[config.mk]
export PLATFORM = sky130hd
export DESIGN_NAME = dsk_ctrl
export DESIGN_NICKNAME = d
export VERILOG_FILES = /design/src/dsk_preamble.v /design/src/dsk_ctrl.v
export VERILOG_INCLUDE_DIRS = /design/src
export SDC_FILE = /design/constraint.sdc
export NUM_CORES = 1
export LEC_CHECK = 0
export BUFFER_PORTS_ARGS = -buffer_cell sky130_fd_sc_hd__buf_2
export CORE_MARGIN = 5
export CORE_UTILIZATION = 54
export CTS_BUF_LIST = sky130_fd_sc_hd__clkbuf_4 sky130_fd_sc_hd__clkbuf_8
export DETAILED_ROUTE_END_ITERATION = 6
export PLACE_DENSITY = 0.83
export SYNTH_ARGS = -nofsm -noshare
export SYNTH_HDL_FRONTEND = slang
export SYNTH_HIERARCHICAL = 1
export SYNTH_SLANG_ARGS = --single-unit
[constraint.sdc]
create_clock -name core_clk_i -period 2.25 [get_ports core_clk_i]
set_clock_uncertainty 0.1 [all_clocks]
set_input_delay 0.45 -clock core_clk_i [delete_from_list [all_inputs] [get_ports core_clk_i]]
set_output_delay 0.45 -clock core_clk_i [all_outputs]
set_load 0.005 [all_outputs]
[src/dsk_defs.vh]
// Purpose: shared constants of the diskette sector error control block
// Assumes: 100 MHz core clock, word addressed register bus
// Notes: definitions only
`ifndef DSK_DEFS_VH
`define DSK_DEFS_VH

// register word indices on the bus
`define DSK_REG_CMD 3'h0
`define DSK_REG_STATUS 3'h1
`define DSK_REG_CUR_ADDR 3'h2
`define DSK_REG_IRQ_STAT 3'h3
`define DSK_REG_IRQ_MASK 3'h4
`define DSK_REG_DEV_CODE 3'h5

// command register fields
`define DSK_CMD_OP_MSB 2
`define DSK_CMD_OP_LSB 0
`define DSK_CMD_SEC_MSB 6
`define DSK_CMD_SEC_LSB 4
`define DSK_CMD_TRK_MSB 14
`define DSK_CMD_TRK_LSB 8
`define DSK_CMD_RESET 16'h0000

// command codes
`define DSK_OP_RD_PRE 3'h0
`define DSK_OP_RD_DATA 3'h1
`define DSK_OP_WR_DATA 3'h2
`define DSK_OP_FMT_FIRST 3'h3
`define DSK_OP_FMT_NEXT 3'h4

// status register bit positions
`define DSK_ST_BUSY 0
`define DSK_ST_DONE 1
`define DSK_ST_ERR 2
`define DSK_ST_ADDR_ERR 3
`define DSK_ST_CK_ERR 4
`define DSK_ST_LATE 5
`define DSK_ST_ILLEGAL 6
`define DSK_ST_NR_LATCH 7
`define DSK_ST_NR 8
`define DSK_ST_WP 9

// interrupt status bits
`define DSK_IRQ_DONE 0
`define DSK_IRQ_ERR 1

// sector preamble layout, in words
`define DSK_PRE_SYNC_A 9'd22
`define DSK_PRE_SYNC_WORD 16'h0001
`define DSK_PRE_SYNC_D 9'd12
`define DSK_PRE_IGNORE 9'd220
`define DSK_SECTOR_WORDS 9'd256

// current address word layout
`define DSK_ADDR_SEC_MSB 2
`define DSK_ADDR_TRK_MSB 14
`define DSK_ADDR_TRK_LSB 8
`define DSK_CK_SEED 16'hffff

// timing: data channel deadline and no-data timeout
`define DSK_CLK_MHZ 100
`define DSK_LATE_US 64
`define DSK_LATE_CYC (`DSK_LATE_US * `DSK_CLK_MHZ)
`define DSK_NODATA_US 170000
`define DSK_NODATA_CYC (`DSK_NODATA_US * `DSK_CLK_MHZ)

`endif

[src/dsk_preamble.v]
// Purpose: walks the preamble of one sector and extracts its address word
// Assumes: word_slot_i is a one-cycle pulse per word with rd_word_i stable
// Notes: preamble_bad_ff marks a sector whose sync fields do not match
`timescale 1ns/100ps
`include "dsk_defs.vh"

module dsk_preamble (
   input wire core_clk_i,
   input wire reset_n_i,
   input wire start_i,
   input wire word_slot_i,
   input wire [15:0] rd_word_i,
   output reg [15:0] addr_ff,
   output reg addr_valid_ff,
   output reg preamble_done_ff,
   output reg preamble_bad_ff
);
   localparam P_IDLE = 3'd0;
   localparam P_SYNC_A = 3'd1;
   localparam P_SYNC_B = 3'd2;
   localparam P_ADDR = 3'd3;
   localparam P_SYNC_D = 3'd4;
   localparam P_SKIP = 3'd5;

   reg [2:0] state_ff;
   reg [8:0] cnt_ff;

   ////////////////////////////////////////////////////////////////////////
   // preamble walker, one step per word slot
   always @(posedge core_clk_i) begin
      addr_valid_ff <= 1'b0;
      preamble_done_ff <= 1'b0;
      preamble_bad_ff <= 1'b0;
      if (!reset_n_i) begin
         state_ff <= P_IDLE;
         cnt_ff <= 9'd0;
         addr_ff <= 16'h0000;
      end else if (start_i) begin
         state_ff <= P_SYNC_A;
         cnt_ff <= 9'd0;
      end else if (word_slot_i) begin
         case (state_ff)
            P_SYNC_A: begin
               if (rd_word_i != 16'h0000) begin
                  preamble_bad_ff <= 1'b1;
                  state_ff <= P_IDLE;
               end else if (cnt_ff == `DSK_PRE_SYNC_A - 9'd1) begin
                  state_ff <= P_SYNC_B;
               end else begin
                  cnt_ff <= cnt_ff + 9'd1;
               end
            end
            P_SYNC_B: begin
               if (rd_word_i == `DSK_PRE_SYNC_WORD) begin
                  state_ff <= P_ADDR;
               end else begin
                  preamble_bad_ff <= 1'b1;
                  state_ff <= P_IDLE;
               end
            end
            P_ADDR: begin
               addr_ff <= rd_word_i;
               addr_valid_ff <= 1'b1;
               cnt_ff <= 9'd0;
               state_ff <= P_SYNC_D;
            end
            P_SYNC_D: begin
               if (rd_word_i != 16'h0000) begin
                  preamble_bad_ff <= 1'b1;
                  state_ff <= P_IDLE;
               end else if (cnt_ff == `DSK_PRE_SYNC_D - 9'd1) begin
                  cnt_ff <= 9'd0;
                  state_ff <= P_SKIP;
               end else begin
                  cnt_ff <= cnt_ff + 9'd1;
               end
            end
            P_SKIP: begin
               // contents of this area are not looked at
               if (cnt_ff == `DSK_PRE_IGNORE - 9'd1) begin
                  preamble_done_ff <= 1'b1;
                  state_ff <= P_IDLE;
               end else begin
                  cnt_ff <= cnt_ff + 9'd1;
               end
            end
            default: begin
               state_ff <= P_IDLE;
            end
         endcase
      end
   end
endmodule

[src/dsk_ctrl.v]
// Purpose: sector address check, checkword, data-late, protect and illegal handling
// Assumes: drive pins are asynchronous; data channel and bus share core_clk_i
// Notes: registers on Avalon-MM, one wait cycle per access
`timescale 1ns/100ps
`include "dsk_defs.vh"

module dsk_ctrl #(
   parameter LATE_CYCLES = `DSK_LATE_CYC,
   parameter NODATA_CYCLES = `DSK_NODATA_CYC
) (
   input wire core_clk_i,
   input wire reset_n_i,
   input wire [2:0] avs_address_i,
   input wire avs_read_i,
   input wire avs_write_i,
   input wire [31:0] avs_writedata_i,
   output reg [31:0] avs_readdata_o,
   output reg avs_waitrequest_o,
   output reg irq_o,
   output reg dch_req_o,
   output reg dch_to_mem_o,
   output reg [15:0] dch_wdata_o,
   input wire dch_ack_i,
   input wire [15:0] dch_rdata_i,
   input wire word_slot_i,
   input wire sector_mark_i,
   input wire index_mark_i,
   input wire [15:0] rd_word_i,
   input wire write_protect_i,
   input wire not_ready_i,
   input wire [5:0] code_jumper_i,
   output reg wr_gate_o,
   output reg wr_strobe_o,
   output reg [15:0] wr_word_o
);
   localparam S_IDLE = 3'd0;
   localparam S_MARK = 3'd1;
   localparam S_PRE = 3'd2;
   localparam S_DATA = 3'd3;
   localparam S_CHK = 3'd4;
   localparam S_TAIL = 3'd5;
   localparam S_END = 3'd6;
   localparam [24:0] LATE_CNT = LATE_CYCLES;
   localparam [24:0] NODATA_CNT = NODATA_CYCLES;

   reg [2:0] state_ff;
   reg [15:0] cmd_ff;
   reg [15:0] cur_addr_ff;
   reg [15:0] buf_ff;
   reg [15:0] ck_ff;
   reg [7:0] word_cnt_ff;
   reg [24:0] late_cnt_ff;
   reg [24:0] nodata_cnt_ff;
   reg busy_ff, done_ff, err_ff, addr_err_ff, ck_err_ff, late_ff, illegal_ff, nr_latch_ff;
   reg [1:0] irq_stat_ff;
   reg [1:0] irq_mask_ff;
   reg [28:0] sync1_ff;
   reg [28:0] sync2_ff;
   reg [2:0] edge_ff;
   reg pre_start_ff;
   reg end_evt_ff;
   wire [15:0] pre_addr;
   wire pre_addr_valid;
   wire pre_done;
   wire pre_bad;

   // synchronised pin views
   wire slot_s = sync2_ff[0];
   wire mark_s = sync2_ff[1];
   wire index_s = sync2_ff[2];
   wire wp_s = sync2_ff[3];
   wire nr_s = sync2_ff[4];
   wire [15:0] rd_word_s = sync2_ff[20:5];
   wire [5:0] code_s = sync2_ff[26:21];
   wire slot_p = slot_s & ~edge_ff[0];
   wire mark_p = mark_s & ~edge_ff[1];
   wire index_p = index_s & ~edge_ff[2];

   // decoded command
   wire [2:0] op = cmd_ff[`DSK_CMD_OP_MSB:`DSK_CMD_OP_LSB];
   wire is_read = (op == `DSK_OP_RD_DATA);
   wire is_fmt = (op == `DSK_OP_FMT_FIRST) || (op == `DSK_OP_FMT_NEXT);
   wire is_wr = (op == `DSK_OP_WR_DATA) || is_fmt;
   wire [2:0] want_sec = cmd_ff[`DSK_CMD_SEC_LSB + 2:`DSK_CMD_SEC_LSB];
   wire [6:0] want_trk = cmd_ff[`DSK_CMD_TRK_MSB:`DSK_CMD_TRK_LSB];

   // bus access handshake
   wire acc = (avs_read_i | avs_write_i) & ~avs_waitrequest_o;
   wire wr_acc = avs_write_i & ~avs_waitrequest_o;
   wire cmd_wr = wr_acc && (avs_address_i == `DSK_REG_CMD);
   wire [15:0] new_cmd = avs_writedata_i[15:0];
   wire [2:0] new_op = new_cmd[`DSK_CMD_OP_MSB:`DSK_CMD_OP_LSB];
   wire new_illegal = (new_op > `DSK_OP_FMT_NEXT);
   wire new_wr = (new_op == `DSK_OP_WR_DATA) || (new_op == `DSK_OP_FMT_FIRST) || (new_op == `DSK_OP_FMT_NEXT);

   wire [15:0] status_word = {6'h00, wp_s, nr_s, nr_latch_ff, illegal_ff, late_ff, ck_err_ff,
                              addr_err_ff, err_ff, done_ff, busy_ff};

   ////////////////////////////////////////////////////////////////////////////////////
   // preamble walker
   dsk_preamble u_pre (
      .core_clk_i(core_clk_i),
      .reset_n_i(reset_n_i),
      .start_i(pre_start_ff),
      .word_slot_i(slot_p),
      .rd_word_i(rd_word_s),
      .addr_ff(pre_addr),
      .addr_valid_ff(pre_addr_valid),
      .preamble_done_ff(pre_done),
      .preamble_bad_ff(pre_bad)
   );

   ////////////////////////////////////////////////////////////////////////////////////
   // two-flop synchronisers on every drive pin and jumper, then edge history
   always @(posedge core_clk_i) begin
      if (!reset_n_i) begin
         sync1_ff <= 29'h0;
         sync2_ff <= 29'h0;
         edge_ff <= 3'h0;
      end else begin
         sync1_ff <= {2'b00, code_jumper_i, rd_word_i, not_ready_i, write_protect_i,
                      index_mark_i, sector_mark_i, word_slot_i};
         sync2_ff <= sync1_ff;
         edge_ff <= sync2_ff[2:0];
      end
   end

   ////////////////////////////////////////////////////////////////////////////////////
   // bus slave: waitrequest drops for one cycle, read data ready at that edge
   always @(posedge core_clk_i) begin
      if (!reset_n_i) begin
         avs_waitrequest_o <= 1'b1;
         avs_readdata_o <= 32'h0;
      end else begin
         avs_waitrequest_o <= ~((avs_read_i | avs_write_i) & avs_waitrequest_o);
         if (avs_address_i == `DSK_REG_CMD) begin
            avs_readdata_o <= {16'h0000, cmd_ff};
         end else if (avs_address_i == `DSK_REG_STATUS) begin
            avs_readdata_o <= {16'h0000, status_word};
         end else if (avs_address_i == `DSK_REG_CUR_ADDR) begin
            avs_readdata_o <= {16'h0000, cur_addr_ff};
         end else if (avs_address_i == `DSK_REG_IRQ_STAT) begin
            avs_readdata_o <= {30'h0, irq_stat_ff};
         end else if (avs_address_i == `DSK_REG_IRQ_MASK) begin
            avs_readdata_o <= {30'h0, irq_mask_ff};
         end else if (avs_address_i == `DSK_REG_DEV_CODE) begin
            avs_readdata_o <= {26'h0, code_s};
         end else begin
            avs_readdata_o <= 32'h0; // unmapped reads as zero
         end
      end
   end

   ////////////////////////////////////////////////////////////////////////////////////
   // interrupt status (write one to clear, set wins), mask and output
   always @(posedge core_clk_i) begin
      if (!reset_n_i) begin
         irq_stat_ff <= 2'b00;
         irq_mask_ff <= 2'b00;
         irq_o <= 1'b0;
         nr_latch_ff <= 1'b0;
      end else begin
         if (wr_acc && avs_address_i == `DSK_REG_IRQ_MASK) begin
            irq_mask_ff <= avs_writedata_i[1:0];
         end
         if (wr_acc && avs_address_i == `DSK_REG_IRQ_STAT) begin
            irq_stat_ff <= (irq_stat_ff & ~avs_writedata_i[1:0]) | {end_evt_ff & err_ff, end_evt_ff};
         end else begin
            irq_stat_ff <= irq_stat_ff | {end_evt_ff & err_ff, end_evt_ff};
         end
         irq_o <= |(irq_stat_ff & irq_mask_ff);
         // not-ready latch held for software, cleared by writing its status bit
         if (wr_acc && avs_address_i == `DSK_REG_STATUS && avs_writedata_i[`DSK_ST_NR_LATCH]) begin
            nr_latch_ff <= nr_s;
         end else begin
            nr_latch_ff <= nr_latch_ff | nr_s;
         end
      end
   end

   ////////////////////////////////////////////////////////////////////////////////////
   // operation sequencer
   always @(posedge core_clk_i) begin
      pre_start_ff <= 1'b0;
      end_evt_ff <= 1'b0;
      wr_strobe_o <= 1'b0;
      if (!reset_n_i) begin
         state_ff <= S_IDLE;
         cmd_ff <= `DSK_CMD_RESET;
         cur_addr_ff <= 16'h0000;
         buf_ff <= 16'h0000;
         ck_ff <= `DSK_CK_SEED;
         word_cnt_ff <= 8'h00;
         late_cnt_ff <= 25'h0;
         nodata_cnt_ff <= 25'h0;
         busy_ff <= 1'b0;
         done_ff <= 1'b0;
         err_ff <= 1'b0;
         addr_err_ff <= 1'b0;
         ck_err_ff <= 1'b0;
         late_ff <= 1'b0;
         illegal_ff <= 1'b0;
         dch_req_o <= 1'b0;
         dch_to_mem_o <= 1'b0;
         dch_wdata_o <= 16'h0000;
         wr_gate_o <= 1'b0;
         wr_word_o <= 16'h0000;
      end else begin
         // error summary follows every error flag until the next command
         err_ff <= err_ff | addr_err_ff | ck_err_ff | late_ff | illegal_ff;

         // data channel: answer takes or delivers the buffered word
         if (dch_ack_i && dch_req_o) begin
            dch_req_o <= 1'b0;
            if (!dch_to_mem_o) begin
               buf_ff <= dch_rdata_i;
            end
         end
         // deadline on a pending request
         if (dch_req_o && !(dch_ack_i)) begin
            if (late_cnt_ff == LATE_CNT - 25'd1) begin
               late_ff <= 1'b1;
               err_ff <= 1'b1;
            end
            if (late_cnt_ff != LATE_CNT) begin
               late_cnt_ff <= late_cnt_ff + 25'd1;
            end
         end else begin
            late_cnt_ff <= 25'h0;
         end

         case (state_ff)
            S_IDLE: begin
               if (cmd_wr) begin
                  cmd_ff <= new_cmd;
                  busy_ff <= 1'b1;
                  done_ff <= 1'b0;
                  err_ff <= 1'b0;
                  addr_err_ff <= 1'b0;
                  ck_err_ff <= 1'b0;
                  late_ff <= 1'b0;
                  illegal_ff <= 1'b0;
                  nodata_cnt_ff <= 25'h0;
                  word_cnt_ff <= 8'h00;
                  ck_ff <= `DSK_CK_SEED;
                  if (new_illegal) begin
                     illegal_ff <= 1'b1;
                     state_ff <= S_END;
                  end else if (new_wr && wp_s) begin
                     state_ff <= S_END;
                  end else begin
                     if (new_wr) begin
                        dch_to_mem_o <= 1'b0; // fetch first word ahead of the sector
                        dch_req_o <= 1'b1;
                     end
                     state_ff <= S_MARK;
                  end
               end
            end
            S_MARK: begin
               // format-first starts on the index, the rest on a sector mark
               if ((op == `DSK_OP_FMT_FIRST) ? index_p : mark_p) begin
                  if (is_fmt) begin
                     wr_gate_o <= 1'b1;
                     state_ff <= S_DATA;
                  end else begin
                     pre_start_ff <= 1'b1;
                     state_ff <= S_PRE;
                  end
               end
            end
            S_PRE: begin
               if (pre_addr_valid) begin
                  cur_addr_ff <= pre_addr;
                  nodata_cnt_ff <= 25'h0;
                  if (op == `DSK_OP_RD_PRE) begin
                     state_ff <= S_END;
                  end else if (pre_addr[`DSK_ADDR_SEC_MSB:0] != want_sec ||
                               pre_addr[`DSK_ADDR_TRK_MSB:`DSK_ADDR_TRK_LSB] != want_trk) begin
                     addr_err_ff <= 1'b1;
                     err_ff <= 1'b1;
                     state_ff <= S_END;
                  end
               end else if (pre_bad) begin
                  state_ff <= S_MARK; // not a sector start, wait for the next one
               end else if (pre_done) begin
                  wr_gate_o <= is_wr;
                  state_ff <= S_DATA;
               end
            end
            S_DATA: begin
               if (slot_p) begin
                  word_cnt_ff <= word_cnt_ff + 8'd1;
                  if (word_cnt_ff == 8'hff) begin
                     state_ff <= S_CHK;
                  end
                  if (is_read) begin
                     // one-word buffer: an unserved word is overwritten
                     dch_wdata_o <= rd_word_s;
                     dch_to_mem_o <= 1'b1;
                     dch_req_o <= 1'b1;
                     ck_ff <= {ck_ff[14:0], ck_ff[15]} ^ rd_word_s;
                     if (dch_req_o && !dch_ack_i) begin
                        late_ff <= 1'b1;
                        err_ff <= 1'b1;
                     end
                  end else begin
                     wr_word_o <= buf_ff;
                     wr_strobe_o <= 1'b1;
                     ck_ff <= {ck_ff[14:0], ck_ff[15]} ^ buf_ff;
                     if (dch_req_o && !dch_ack_i) begin
                        late_ff <= 1'b1;
                        err_ff <= 1'b1;
                     end
                     if (word_cnt_ff != 8'hff) begin
                        dch_req_o <= 1'b1;
                     end
                  end
               end
            end
            S_CHK: begin
               if (slot_p) begin
                  if (is_read) begin
                     if (rd_word_s != ck_ff) begin
                        ck_err_ff <= 1'b1;
                        err_ff <= 1'b1;
                     end
                     state_ff <= S_END;
                  end else begin
                     wr_word_o <= ck_ff;
                     wr_strobe_o <= 1'b1;
                     state_ff <= S_TAIL;
                  end
               end
            end
            S_TAIL: begin
               // write ends at the next sector mark
               if (mark_p) begin
                  wr_gate_o <= 1'b0;
                  state_ff <= S_END;
               end
            end
            S_END: begin
               busy_ff <= 1'b0;
               done_ff <= 1'b1;
               end_evt_ff <= 1'b1;
               wr_gate_o <= 1'b0;
               dch_req_o <= 1'b0;
               state_ff <= S_IDLE;
            end
            default: begin
               state_ff <= S_IDLE;
            end
         endcase

         // no data field, or for a preamble read no address, reached in time: preamble read or address check fails
         if (state_ff == S_MARK || state_ff == S_PRE) begin
            if (!is_fmt && nodata_cnt_ff == NODATA_CNT - 25'd1) begin
               addr_err_ff <= 1'b1;
               err_ff <= 1'b1;
               state_ff <= S_END;
            end else begin
               nodata_cnt_ff <= nodata_cnt_ff + 25'd1;
            end
         end
      end
   end
endmodule

# Yosys cells after proc, flatten, opt, wreduce, memory -nomap -nowiden
# Index checks and enable logic that the tools add are counted.
[word_totals]
regBits = 297
latchBits = 0
ram_bits = 0
romBits = 0
in_bits = 83
elab_cells = 314
n_memories = 0
[op_classes]
add_sub_neg = 4
mul = 0
div = 0
magnitude_cmp = 1
n_eq_ne = 62
shifts = 0
muxes = 126
n_bitwise = 29
reduce_logical = 52
[op_table]
columns = ["cell", "n"]
rows = [
  ["16-bit 2-to-1 mux", 10],
  ["25-bit 2-to-1 mux", 4],
  ["16-bit one-hot mux with 2 select lines", 2],
  ["1-bit 2-to-1 mux", 62],
  ["3-bit 2-to-1 mux", 20],
  ["25-bit by 1-bit adder with 25-bit output (second input constant)", 2],
  ["25-bit one-hot mux with 2 select lines", 1],
  ["9-bit 2-to-1 mux", 5],
  ["2-bit inequality test (second input constant)", 20],
  ["9-bit one-hot mux with 4 select lines", 1],
  ["16-bit bitwise XOR", 2],
  ["3-bit by 2-bit equality test with 1-bit output (second input constant)", 10],
  ["3-bit equality test (second input constant)", 9],
  ["25-bit by 13-bit equality test with 1-bit output (second input constant)", 1],
  ["25-bit equality test (second input constant)", 1],
  ["25-bit by 13-bit inequality test with 1-bit output (second input constant)", 1],
  ["6-bit 2-to-1 mux", 3],
  ["3-bit one-hot mux with 6 select lines", 1],
  ["16-bit by 1-bit equality test with 1-bit output (second input constant)", 1],
  ["8-bit 2-to-1 mux", 2],
  ["16-bit inequality test", 1],
  ["8-bit one-hot mux with 2 select lines", 1],
  ["16-bit nonzero test", 1],
  ["3-bit one-hot mux with 5 select lines", 1],
  ["other kinds (41)", 112],
]

# Longest topological paths before layout
# Gate-level depths: netlist of run 1.
[logic_depth]
word_depth = 12
mapped_depth = 8
ltp_nobuf = 7

# Hierarchy
# Netlist of run 1, hierarchy kept.
[by_module_without_submodules]
columns = ["mod", "n_inst", "cells_per_inst", "area_per_inst_um2", "seq_area_each_um2"]
rows = [
  ["dsk_ctrl", 1, 1243, 10784.1, 5004.8],
  ["dsk_preamble", 1, 176, 1639.1, 620.6],
]

# Worst setup path before layout of run 1
# OpenSTA, ideal clock, no wires.
[synth_path]
path_kind = "reg-to-reg"
start = "register sync2_ff[19]"
end = "register u_pre.cnt_ff[8]"
setup_time_ns = 0.096
arrival_time_ns = 1.925
required_time_ns = 2.054
path_slack_ns = 0.130
path_stages_with_launch = 7
n_path_buf = 1
synth_period_minus_slack_ns = 2.120
cell_sequence = "dfxtp_1 or4_1 nor2_4 a32oi_1 or3_1 buf_2 o41ai_2"
[synth_between]
elab_chain_cells = 3
elab_cells_between_ends = 4
cone_classes = "eq/ne (2); reduce/logical (2)"
[synth_lines]
columns = ["item", "line_no", "rtl"]
rows = [
  ["start: declaration", "dsk_ctrl.v:58", "reg [28:0] sync2_ff;"],
  ["start signal: assignment", "dsk_ctrl.v:123", "sync2_ff <= sync1_ff;"],
  ["16-bit nonzero test *", "dsk_preamble.v:44, dsk_preamble.v:68", ""],
  ["2-bit inequality test (no line)", "-", ""],
  ["6-bit AND reduction (no line) *", "-", ""],
  ["end signal: assignment", "dsk_preamble.v:50", "cnt_ff <= cnt_ff + 9'd1;"],
  ["end signal: assignment", "dsk_preamble.v:75", "cnt_ff <= cnt_ff + 9'd1;"],
  ["end signal: assignment", "dsk_preamble.v:84", "cnt_ff <= cnt_ff + 9'd1;"],
  ["end: declaration", "dsk_preamble.v:26", "reg [8:0] cnt_ff;"],
]
# Every way passes the cells marked *; elsewhere a longest branch is shown, timed or not.
# A chain may end at the register's enable or synchronous reset.

# Worst setup path in the final report of run 1
[layout_path]
start = "register sync2_ff[13]"
end = "register u_pre.cnt_ff[1]"
# Same word-level chain as after synthesis.

==> flow_metrics.py, run 1 <==
metrics = {
    "synth": {
        "async_reset_ff_share_pct": 0,
        "synth-compound-area-share_pct": 13.4,
        "synth_commonest_cells": "281 x dfxtp_1, 203 x nand2_1, 111 x nor2_1",
        "synth_top_family_by_area": "simple AND/OR/NAND/NOR gates",
        "syn_area_um2": 12400,
        "synth-simple-area-share_pct": 25.6,
        "synthAdderAreaFrac_pct": 0.604,
        "synthXorXnorAreaFrac_pct": 5.15,
        "yosysSeqAreaShare_pct": 45.3,
        "synth_most_common_cell": "dfxtp_1",
        "synth_seq_cells": 281,
        "synth_edf_count": 0,
        "yosys.cell_types.count": 86,
        "syn_inst": 1419,
        "synth_warnings": 6,
        "synth.area.top_cells": "dfxtp_1 45%, nand2_1 6.1%, mux2i_1 5.2%, a21oi_1 3.9%, and2_1 3.4%",
        "synthMuxAreaShare_pct": 5.52,
        "synth_top_area_share_pct": 45.3,
        "yosys_most_used_dff": "dfxtp_1",
        "syn_avg_cell_area_um2": 8.75,
        "synth_top_area_cell": "dfxtp_1",
    },
    "clock_network": {
        "h-tree-depth": 2,
        "cts_tree": "built",
        "cts_buffers": 44,
        "root_buffer": "clkbuf_8",
        "clock-sinks": 281,
        "clk_path_buf_depth": 3,
        "clock_latency_ns": 0.54,
        "cts.reportedPaths.clkPinSlew_ns": 0.06,
    },
    "detailed_routing": {
        "routed_via_density": 5.79,
        "ant_nets": 0,
        "routedWlPerCell_um": 17.3,
        "vias": 11000,
        "drt_iter0_drc": 1152,
        "drt_wl_total_um": 32800,
        "dr.pass1.iters": 5,
        "drc": 0,
    },
    "timing": {
        "max_freq_ghz": 0.456,
        "maxSlewViolCount": 0,
        "hold_violations": 0,
        "finalCriticalPeriod_ns": 2.19,
        "worst_slew_pin_slew_ns": 0.658,
        "setup_ws_ns": 0.0588,
        "relSlewSlack_pct": 55.9,
        "setup_viol": 0,
        "fin_crit_sh_pct": 97.4,
        "setup_tns_ns": 0,
    },
    "global_routing": {
        "grtUsageMet1_pct": 32.2,
        "grt_pass1_vias": 10800,
        "grt_start_max_net_pins": 57,
        "grtUsageMet3_pct": 4.29,
        "overflow": 0,
        "grt_busiest_layer": "met2",
        "antenna_found_initial": 0,
        "grt_pass1_wl_um": 53200,
        "use_met2_pct": 40.1,
        "grt_usage_pct": 24.3,
    },
    "final_layout": {
        "fin_util_pct": 64.7,
        "final_cells": 1898,
        "seq_area_um2": 5630,
        "nets": 1670,
        "antennaDiodeCount": 0,
        "multi_input_comb_area_um2": 6360,
        "area_delta_synth_final_pct": 17.8,
        "fill_cells": 1739,
        "drive_above_1_share_pct": 19.4,
    },
    "setup_path": {
        "worst-path-max-fanout": 10,
        "reg2regPathDepth": 6,
        "worstPathArrival_ns": 2.56,
        "rr_endpoint": "u_pre/cnt_ff[1]",
        "cp-start-kind": "flip-flop",
        "cp-end-kind": "flip-flop",
        "reg2reg_from": "sync2_ff[13]",
        "worstPathRequired_ns": 2.62,
        "r2r_slack_ns": 0.06,
        "criticalPathCategory": "reg -> reg",
    },
    "floorplan": {
        "start_util_pct": 54.9,
        "die_width_um": 162,
        "std_cell_rows": 55,
        "core_um2": 22600,
        "die_h_um": 162,
        "die_area_um2": 26100,
        "io_pins": 153,
    },
    "flow_run": {
        "drv_cap": 0,
    },
    "power_and_ir_drop": {
        "leakage_uw": 0.00544,
        "ir_drop_mv": 0.482,
        "p_per_area_nw_per_um2": 682,
        "finalPower_uw": 9990,
    },
    "outcome": {
        "status": "finished clean",
    },
    "place": {
        "place_ws_ns": 0.00174,
        "place_congestion": 0.879,
        "dp_hpwl_um": 22600,
        "dp.cells": 1805,
        "port_buffers": 120,
    },
    "hold_path": {
        "hold_depth": 2,
        "min_path_type": "in -> reg",
        "hold_end": "sync1_ff[18]",
        "hold_start": "rd_word_i[13]",
    },
}
layer usage:
| metal | vias to the layer above | part of all wire [%] |
|---|---|---|
| met3 | 78 | 7.3 |
| met2 | 451 | 47 |
| met5 | - | 0 |
| met4 | 0 | 2.8 |
| met1 | 5174 | 43 |
| li1 | 5283 | - |
through the flow:
stage | hold WS (ns) | instance area (um^2)
floorplan | 0.312 | 12500
detailed placement | 0.320 | 13500
global route | 0.0175 | 14600
CTS | 0.00237 | 14600
finish | 0.0217 | 14600
global placement | 0.315 | 13500
cell usage in the layout (no fill, tap or decap), types with 30 or more instances in the layout:
| cell | n |
|---|---|
| a21oi_1 | 97 |
| dfxtp_1 | 281 |
| nand2_1 | 203 |
| xor2_1 | 34 |
| buf_4 | 67 |
| nor2b_1 | 30 |
| nor3_1 | 31 |
| and2_1 | 67 |
| nand3_1 | 51 |
| clkbuf_8 | 58 |
| xnor2_1 | 39 |
| nor2_1 | 111 |
| mux2i_1 | 64 |
| buf_2 | 119 |
layout make-up:
cell class | instances | area share, %
Tap cell | 285 | 2.44
Inverter | 16 | 0.419
Timing Repair Buffer | 202 | 8.94
Clock inverter | 10 | 0.402
Clock buffer | 68 | 5.97
Sequential cell | 281 | 38.4
Multi-Input combinational cell | 1036 | 43.4
worst max-delay path, cell delays in order, from the launching register on:
cell and delay, ns:
dfxtp_1 0.31, or4_4 0.55, nor2_4 0.18, a32oi_1 0.14, buf_4 0.19, or4_1 0.51, a21oi_1 0.14
worst max-delay path by stage:
stage,slack (ns),startpoint,end
2_1_floorplan,0.13,sync2_ff[19],u_pre/cnt_ff[8]
3_3_place_gp,0.03,sync2_ff[13],u_pre/cnt_ff[8]
3_5_place_dp,0.002,sync2_ff[13],u_pre/cnt_ff[8]
4_1_cts,0.01,sync2_ff[9],u_pre/cnt_ff[1]
5_1_grt,-0.01,sync2_ff[13],u_pre/cnt_ff[1]
6_report,0.06,sync2_ff[13],u_pre/cnt_ff[1]
timing repair:
action	in CTS	in global routing
pin swaps	1	3
setup buffers	0	4
endpoints found under the setup margin	5	18
hold endpoints to repair	11	0
resized for setup	1	8
hold buffers	11	0
power by group:
group	total [uW]	switching (uW)	internal [uW]
sequential	5070	32.0	5040
combinational	464	265	198
clock	4460	1980	2480
total	9990	2280	7710
logic make-up (layout without fill, tap and decap cells):
family                   Yosys count  after routing
AND/OR/NAND/NOR                  623            623
AO/OA/AOI/OAI                    250            250
multiplexers                      68             68
buffers and inverters            117            296
XOR/XNOR                          73             73
other                              1             16
adder cells (fa/ha/maj)            6              6
flip-flops                       281            281
flip-flops by register name, summed over array words and instances (netlist names), 2 cells and up:
signal / cells
ck_ff: 16
u_pre/addr_ff: 16
word_cnt_ff: 8
nodata_cnt_ff: 25
dch_wdata_o: 16
cmd_ff: 16
edge_ff: 3
state_ff: 3
cur_addr_ff: 16
u_pre/state_ff: 3
wr_word_o: 16
sync2_ff: 27
irq_mask_ff: 2
irq_stat_ff: 2
avs_readdata_o: 16
u_pre/cnt_ff: 9
buf_ff: 16
sync1_ff: 27
late_cnt_ff: 25
Note: power is estimated with default switching activity, not from simulation.
==> inputs of run 2 (changes only) <==
--- a/config.mk
+++ b/config.mk
@@ -12,6 +12,7 @@
 export CTS_BUF_LIST = sky130_fd_sc_hd__clkbuf_4 sky130_fd_sc_hd__clkbuf_8
 export DETAILED_ROUTE_END_ITERATION = 6
 export PLACE_DENSITY = 0.83
+export RECOVER_POWER = 50
 export SYNTH_ARGS = -nofsm -noshare
 export SYNTH_HDL_FRONTEND = slang
 export SYNTH_HIERARCHICAL = 1
==> run 2 against run 1 <==
Against the previous run:
- the flow now finishes with violations (capacitance limit, slew limit)
- combinational power down 2%
- worst setup slack worse by 0.012 ns
- non-clock buffer count unchanged
- sequential power about the same
- count of clock-buffer cells in the layout unchanged
- power about the same
- utilization decreased by 0.33 points
- global-route usage is the same
- register-to-register slack about the same
- design area down 0.51%
- hold slack worse by 0.0037 ns
- critical path type unchanged
- critical endpoint unchanged
- largest cell class unchanged
==> flow_metrics.py, run 2 (synthesized netlist as in run 1, its figures left out) <==
metrics = {
    "outcome": {
        "status": "finished, violations left",
        "failed_checks": "capacitance limit, slew limit",
    },
    "clock_network": {
        "h-tree-depth": 2,
        "clock-sinks": 281,
        "root_buffer": "clkbuf_8",
        "cts_tree": "built",
        "clock_latency_ns": 0.55,
        "cts_buffers": 44,
        "cts.reportedPaths.clkPinSlew_ns": 0.06,
        "clk_path_buf_depth": 3,
    },
    "power_and_ir_drop": {
        "p_per_area_nw_per_um2": 685,
        "ir_drop_mv": 0.480,
        "leakage_uw": 0.00524,
    },
    "global_routing": {
        "grt_pass1_wl_um": 53200,
        "grt_usage_pct": 24.3,
        "antenna_found_initial": 0,
        "grt_start_max_net_pins": 57,
        "grt_pass1_vias": 10800,
        "overflow": 0,
    },
    "timing": {
        "setup_tns_ns": 0,
        "hold_slack_ns": 0.0181,
        "relSlewSlack_pct": -5.13,
        "setup_ws_ns": 0.0465,
        "worst_slew_pin_slew_ns": 1.58,
        "finalCriticalPeriod_ns": 2.20,
        "fin_crit_sh_pct": 97.9,
        "maxSlewViolCount": 48,
        "max_freq_ghz": 0.454,
        "hold_violations": 0,
        "setup_viol": 0,
    },
    "final_layout": {
        "nets": 1670,
        "largestRegisters": "sync1_ff: 27 flops, sync2_ff: 27 flops",
        "final_cells": 1899,
        "area_delta_synth_final_pct": 17.2,
        "final_common_cell": "dfxtp_1",
        "final_cell_mix": "281 x dfxtp_1, 203 x nand2_1, 111 x nor2_1",
        "fin_util_pct": 64.3,
        "drive_above_1_share_pct": 17.0,
    },
    "setup_path": {
        "path_delay_family": "simple AND/OR/NAND/NOR gates",
        "slowest_stage": "or4_4",
        "path_buf_inv": 1,
        "r2r_slack_ns": 0.05,
        "criticalPathCategory": "reg -> reg",
        "cp-start-kind": "flip-flop",
        "worstPathRequired_ns": 2.62,
        "cpPeakStageDelay_ns": 0.55,
        "cp_cell_sequence": "or4_4 > nor2_4 > a32oi_1 > buf_4 > or4_1 > a21oi_1",
        "worst-path-max-fanout": 10,
        "worstPathArrival_ns": 2.57,
        "cp-end-kind": "flip-flop",
    },
    "detailed_routing": {
        "vias": 11000,
        "drt_iter0_drc": 1198,
        "drc": 0,
        "drt_wl_total_um": 32800,
        "ant_nets": 0,
        "routedWlPerCell_um": 17.3,
        "routed_via_density": 5.80,
        "dr.pass1.iters": 5,
    },
    "floorplan": {
        "die_h_um": 162,
        "std_cell_rows": 55,
        "die_width_um": 162,
        "die_area_um2": 26100,
        "io_pins": 153,
        "core_um2": 22600,
        "start_util_pct": 54.9,
    },
    "hold_path": {
        "min_path_type": "in -> reg",
    },
    "place": {
        "port_buffers": 120,
        "dp.cells": 1805,
        "dp_hpwl_um": 22600,
        "place_congestion": 0.879,
        "place_ws_ns": 0.00174,
    },
    "flow_run": {
        "drv_cap": 1,
    },
}
## run 2: changes by cell type in the layout (fill, tap and decap cells not counted), sizes merged
cell      change
clkbuf       +38
clkinv        -1
buf          -38
diode         +1
clkinvlp      +1
## run 2: per-layer routing
metal | up-vias | global-route usage [%] | share of wire, %
met2 | 465 | 40.1 | 47
met3 | 86 | 4.29 | 7.4
met1 | 5188 | 32.2 | 43
li1 | 5279 | - | -
met4 | 0 | 8.77 | 3.0
met5 | - | 0 | 0
## run 2: stage by stage
stage,area (um^2),power [uW]
floorplan,12500,5430
global placement,13500,5590
detailed placement,13500,5590
CTS,14600,10000
global route,14600,10300
finish,14600,9980
## run 2: power by group
| part | switching, uW | internal (uW) | total, uW |
|---|---|---|---|
| clock network | 1980 | 2470 | 4460 |
| registers | 32.0 | 5040 | 5070 |
| logic | 264 | 190 | 454 |
## run 2: worst register-to-register path, stage by stage (launching register included)
cell and delay, ns:
dfxtp_1 0.31, or4_4 0.55, nor2_4 0.18, a32oi_1 0.14, buf_4 0.19, or4_1 0.51, a21oi_1 0.14
## run 2: final timing paths
check,depth (start not counted),from,end
worst min-delay path,2,rd_word_i[13],sync1_ff[18]
worst min register to register,1,sync1_ff[21],sync2_ff[21]
worst max register to register,6,sync2_ff[13],u_pre/cnt_ff[1]
worst max-delay path,6,sync2_ff[13],u_pre/cnt_ff[1]
## run 2: what timing repair did
item                                   in CTS  in global routing
pin swaps                                   1                  3
endpoints found under the hold margin      11                  0
resized for setup                           1                  8
buffers inserted                            0                  4
setup endpoints to repair                   5                 18
hold buffers                               11                  0
## run 2: area by class of cell
cell class,instances,area (um^2)
timing repair buffer,202,1230
clock buffer,68,873
multi-input combinational,1036,6360
antenna,1,2.50
inverter,16,61.3
sequential,281,5630
tap,285,357
clock inverter,10,58.8
fill,1765,8080
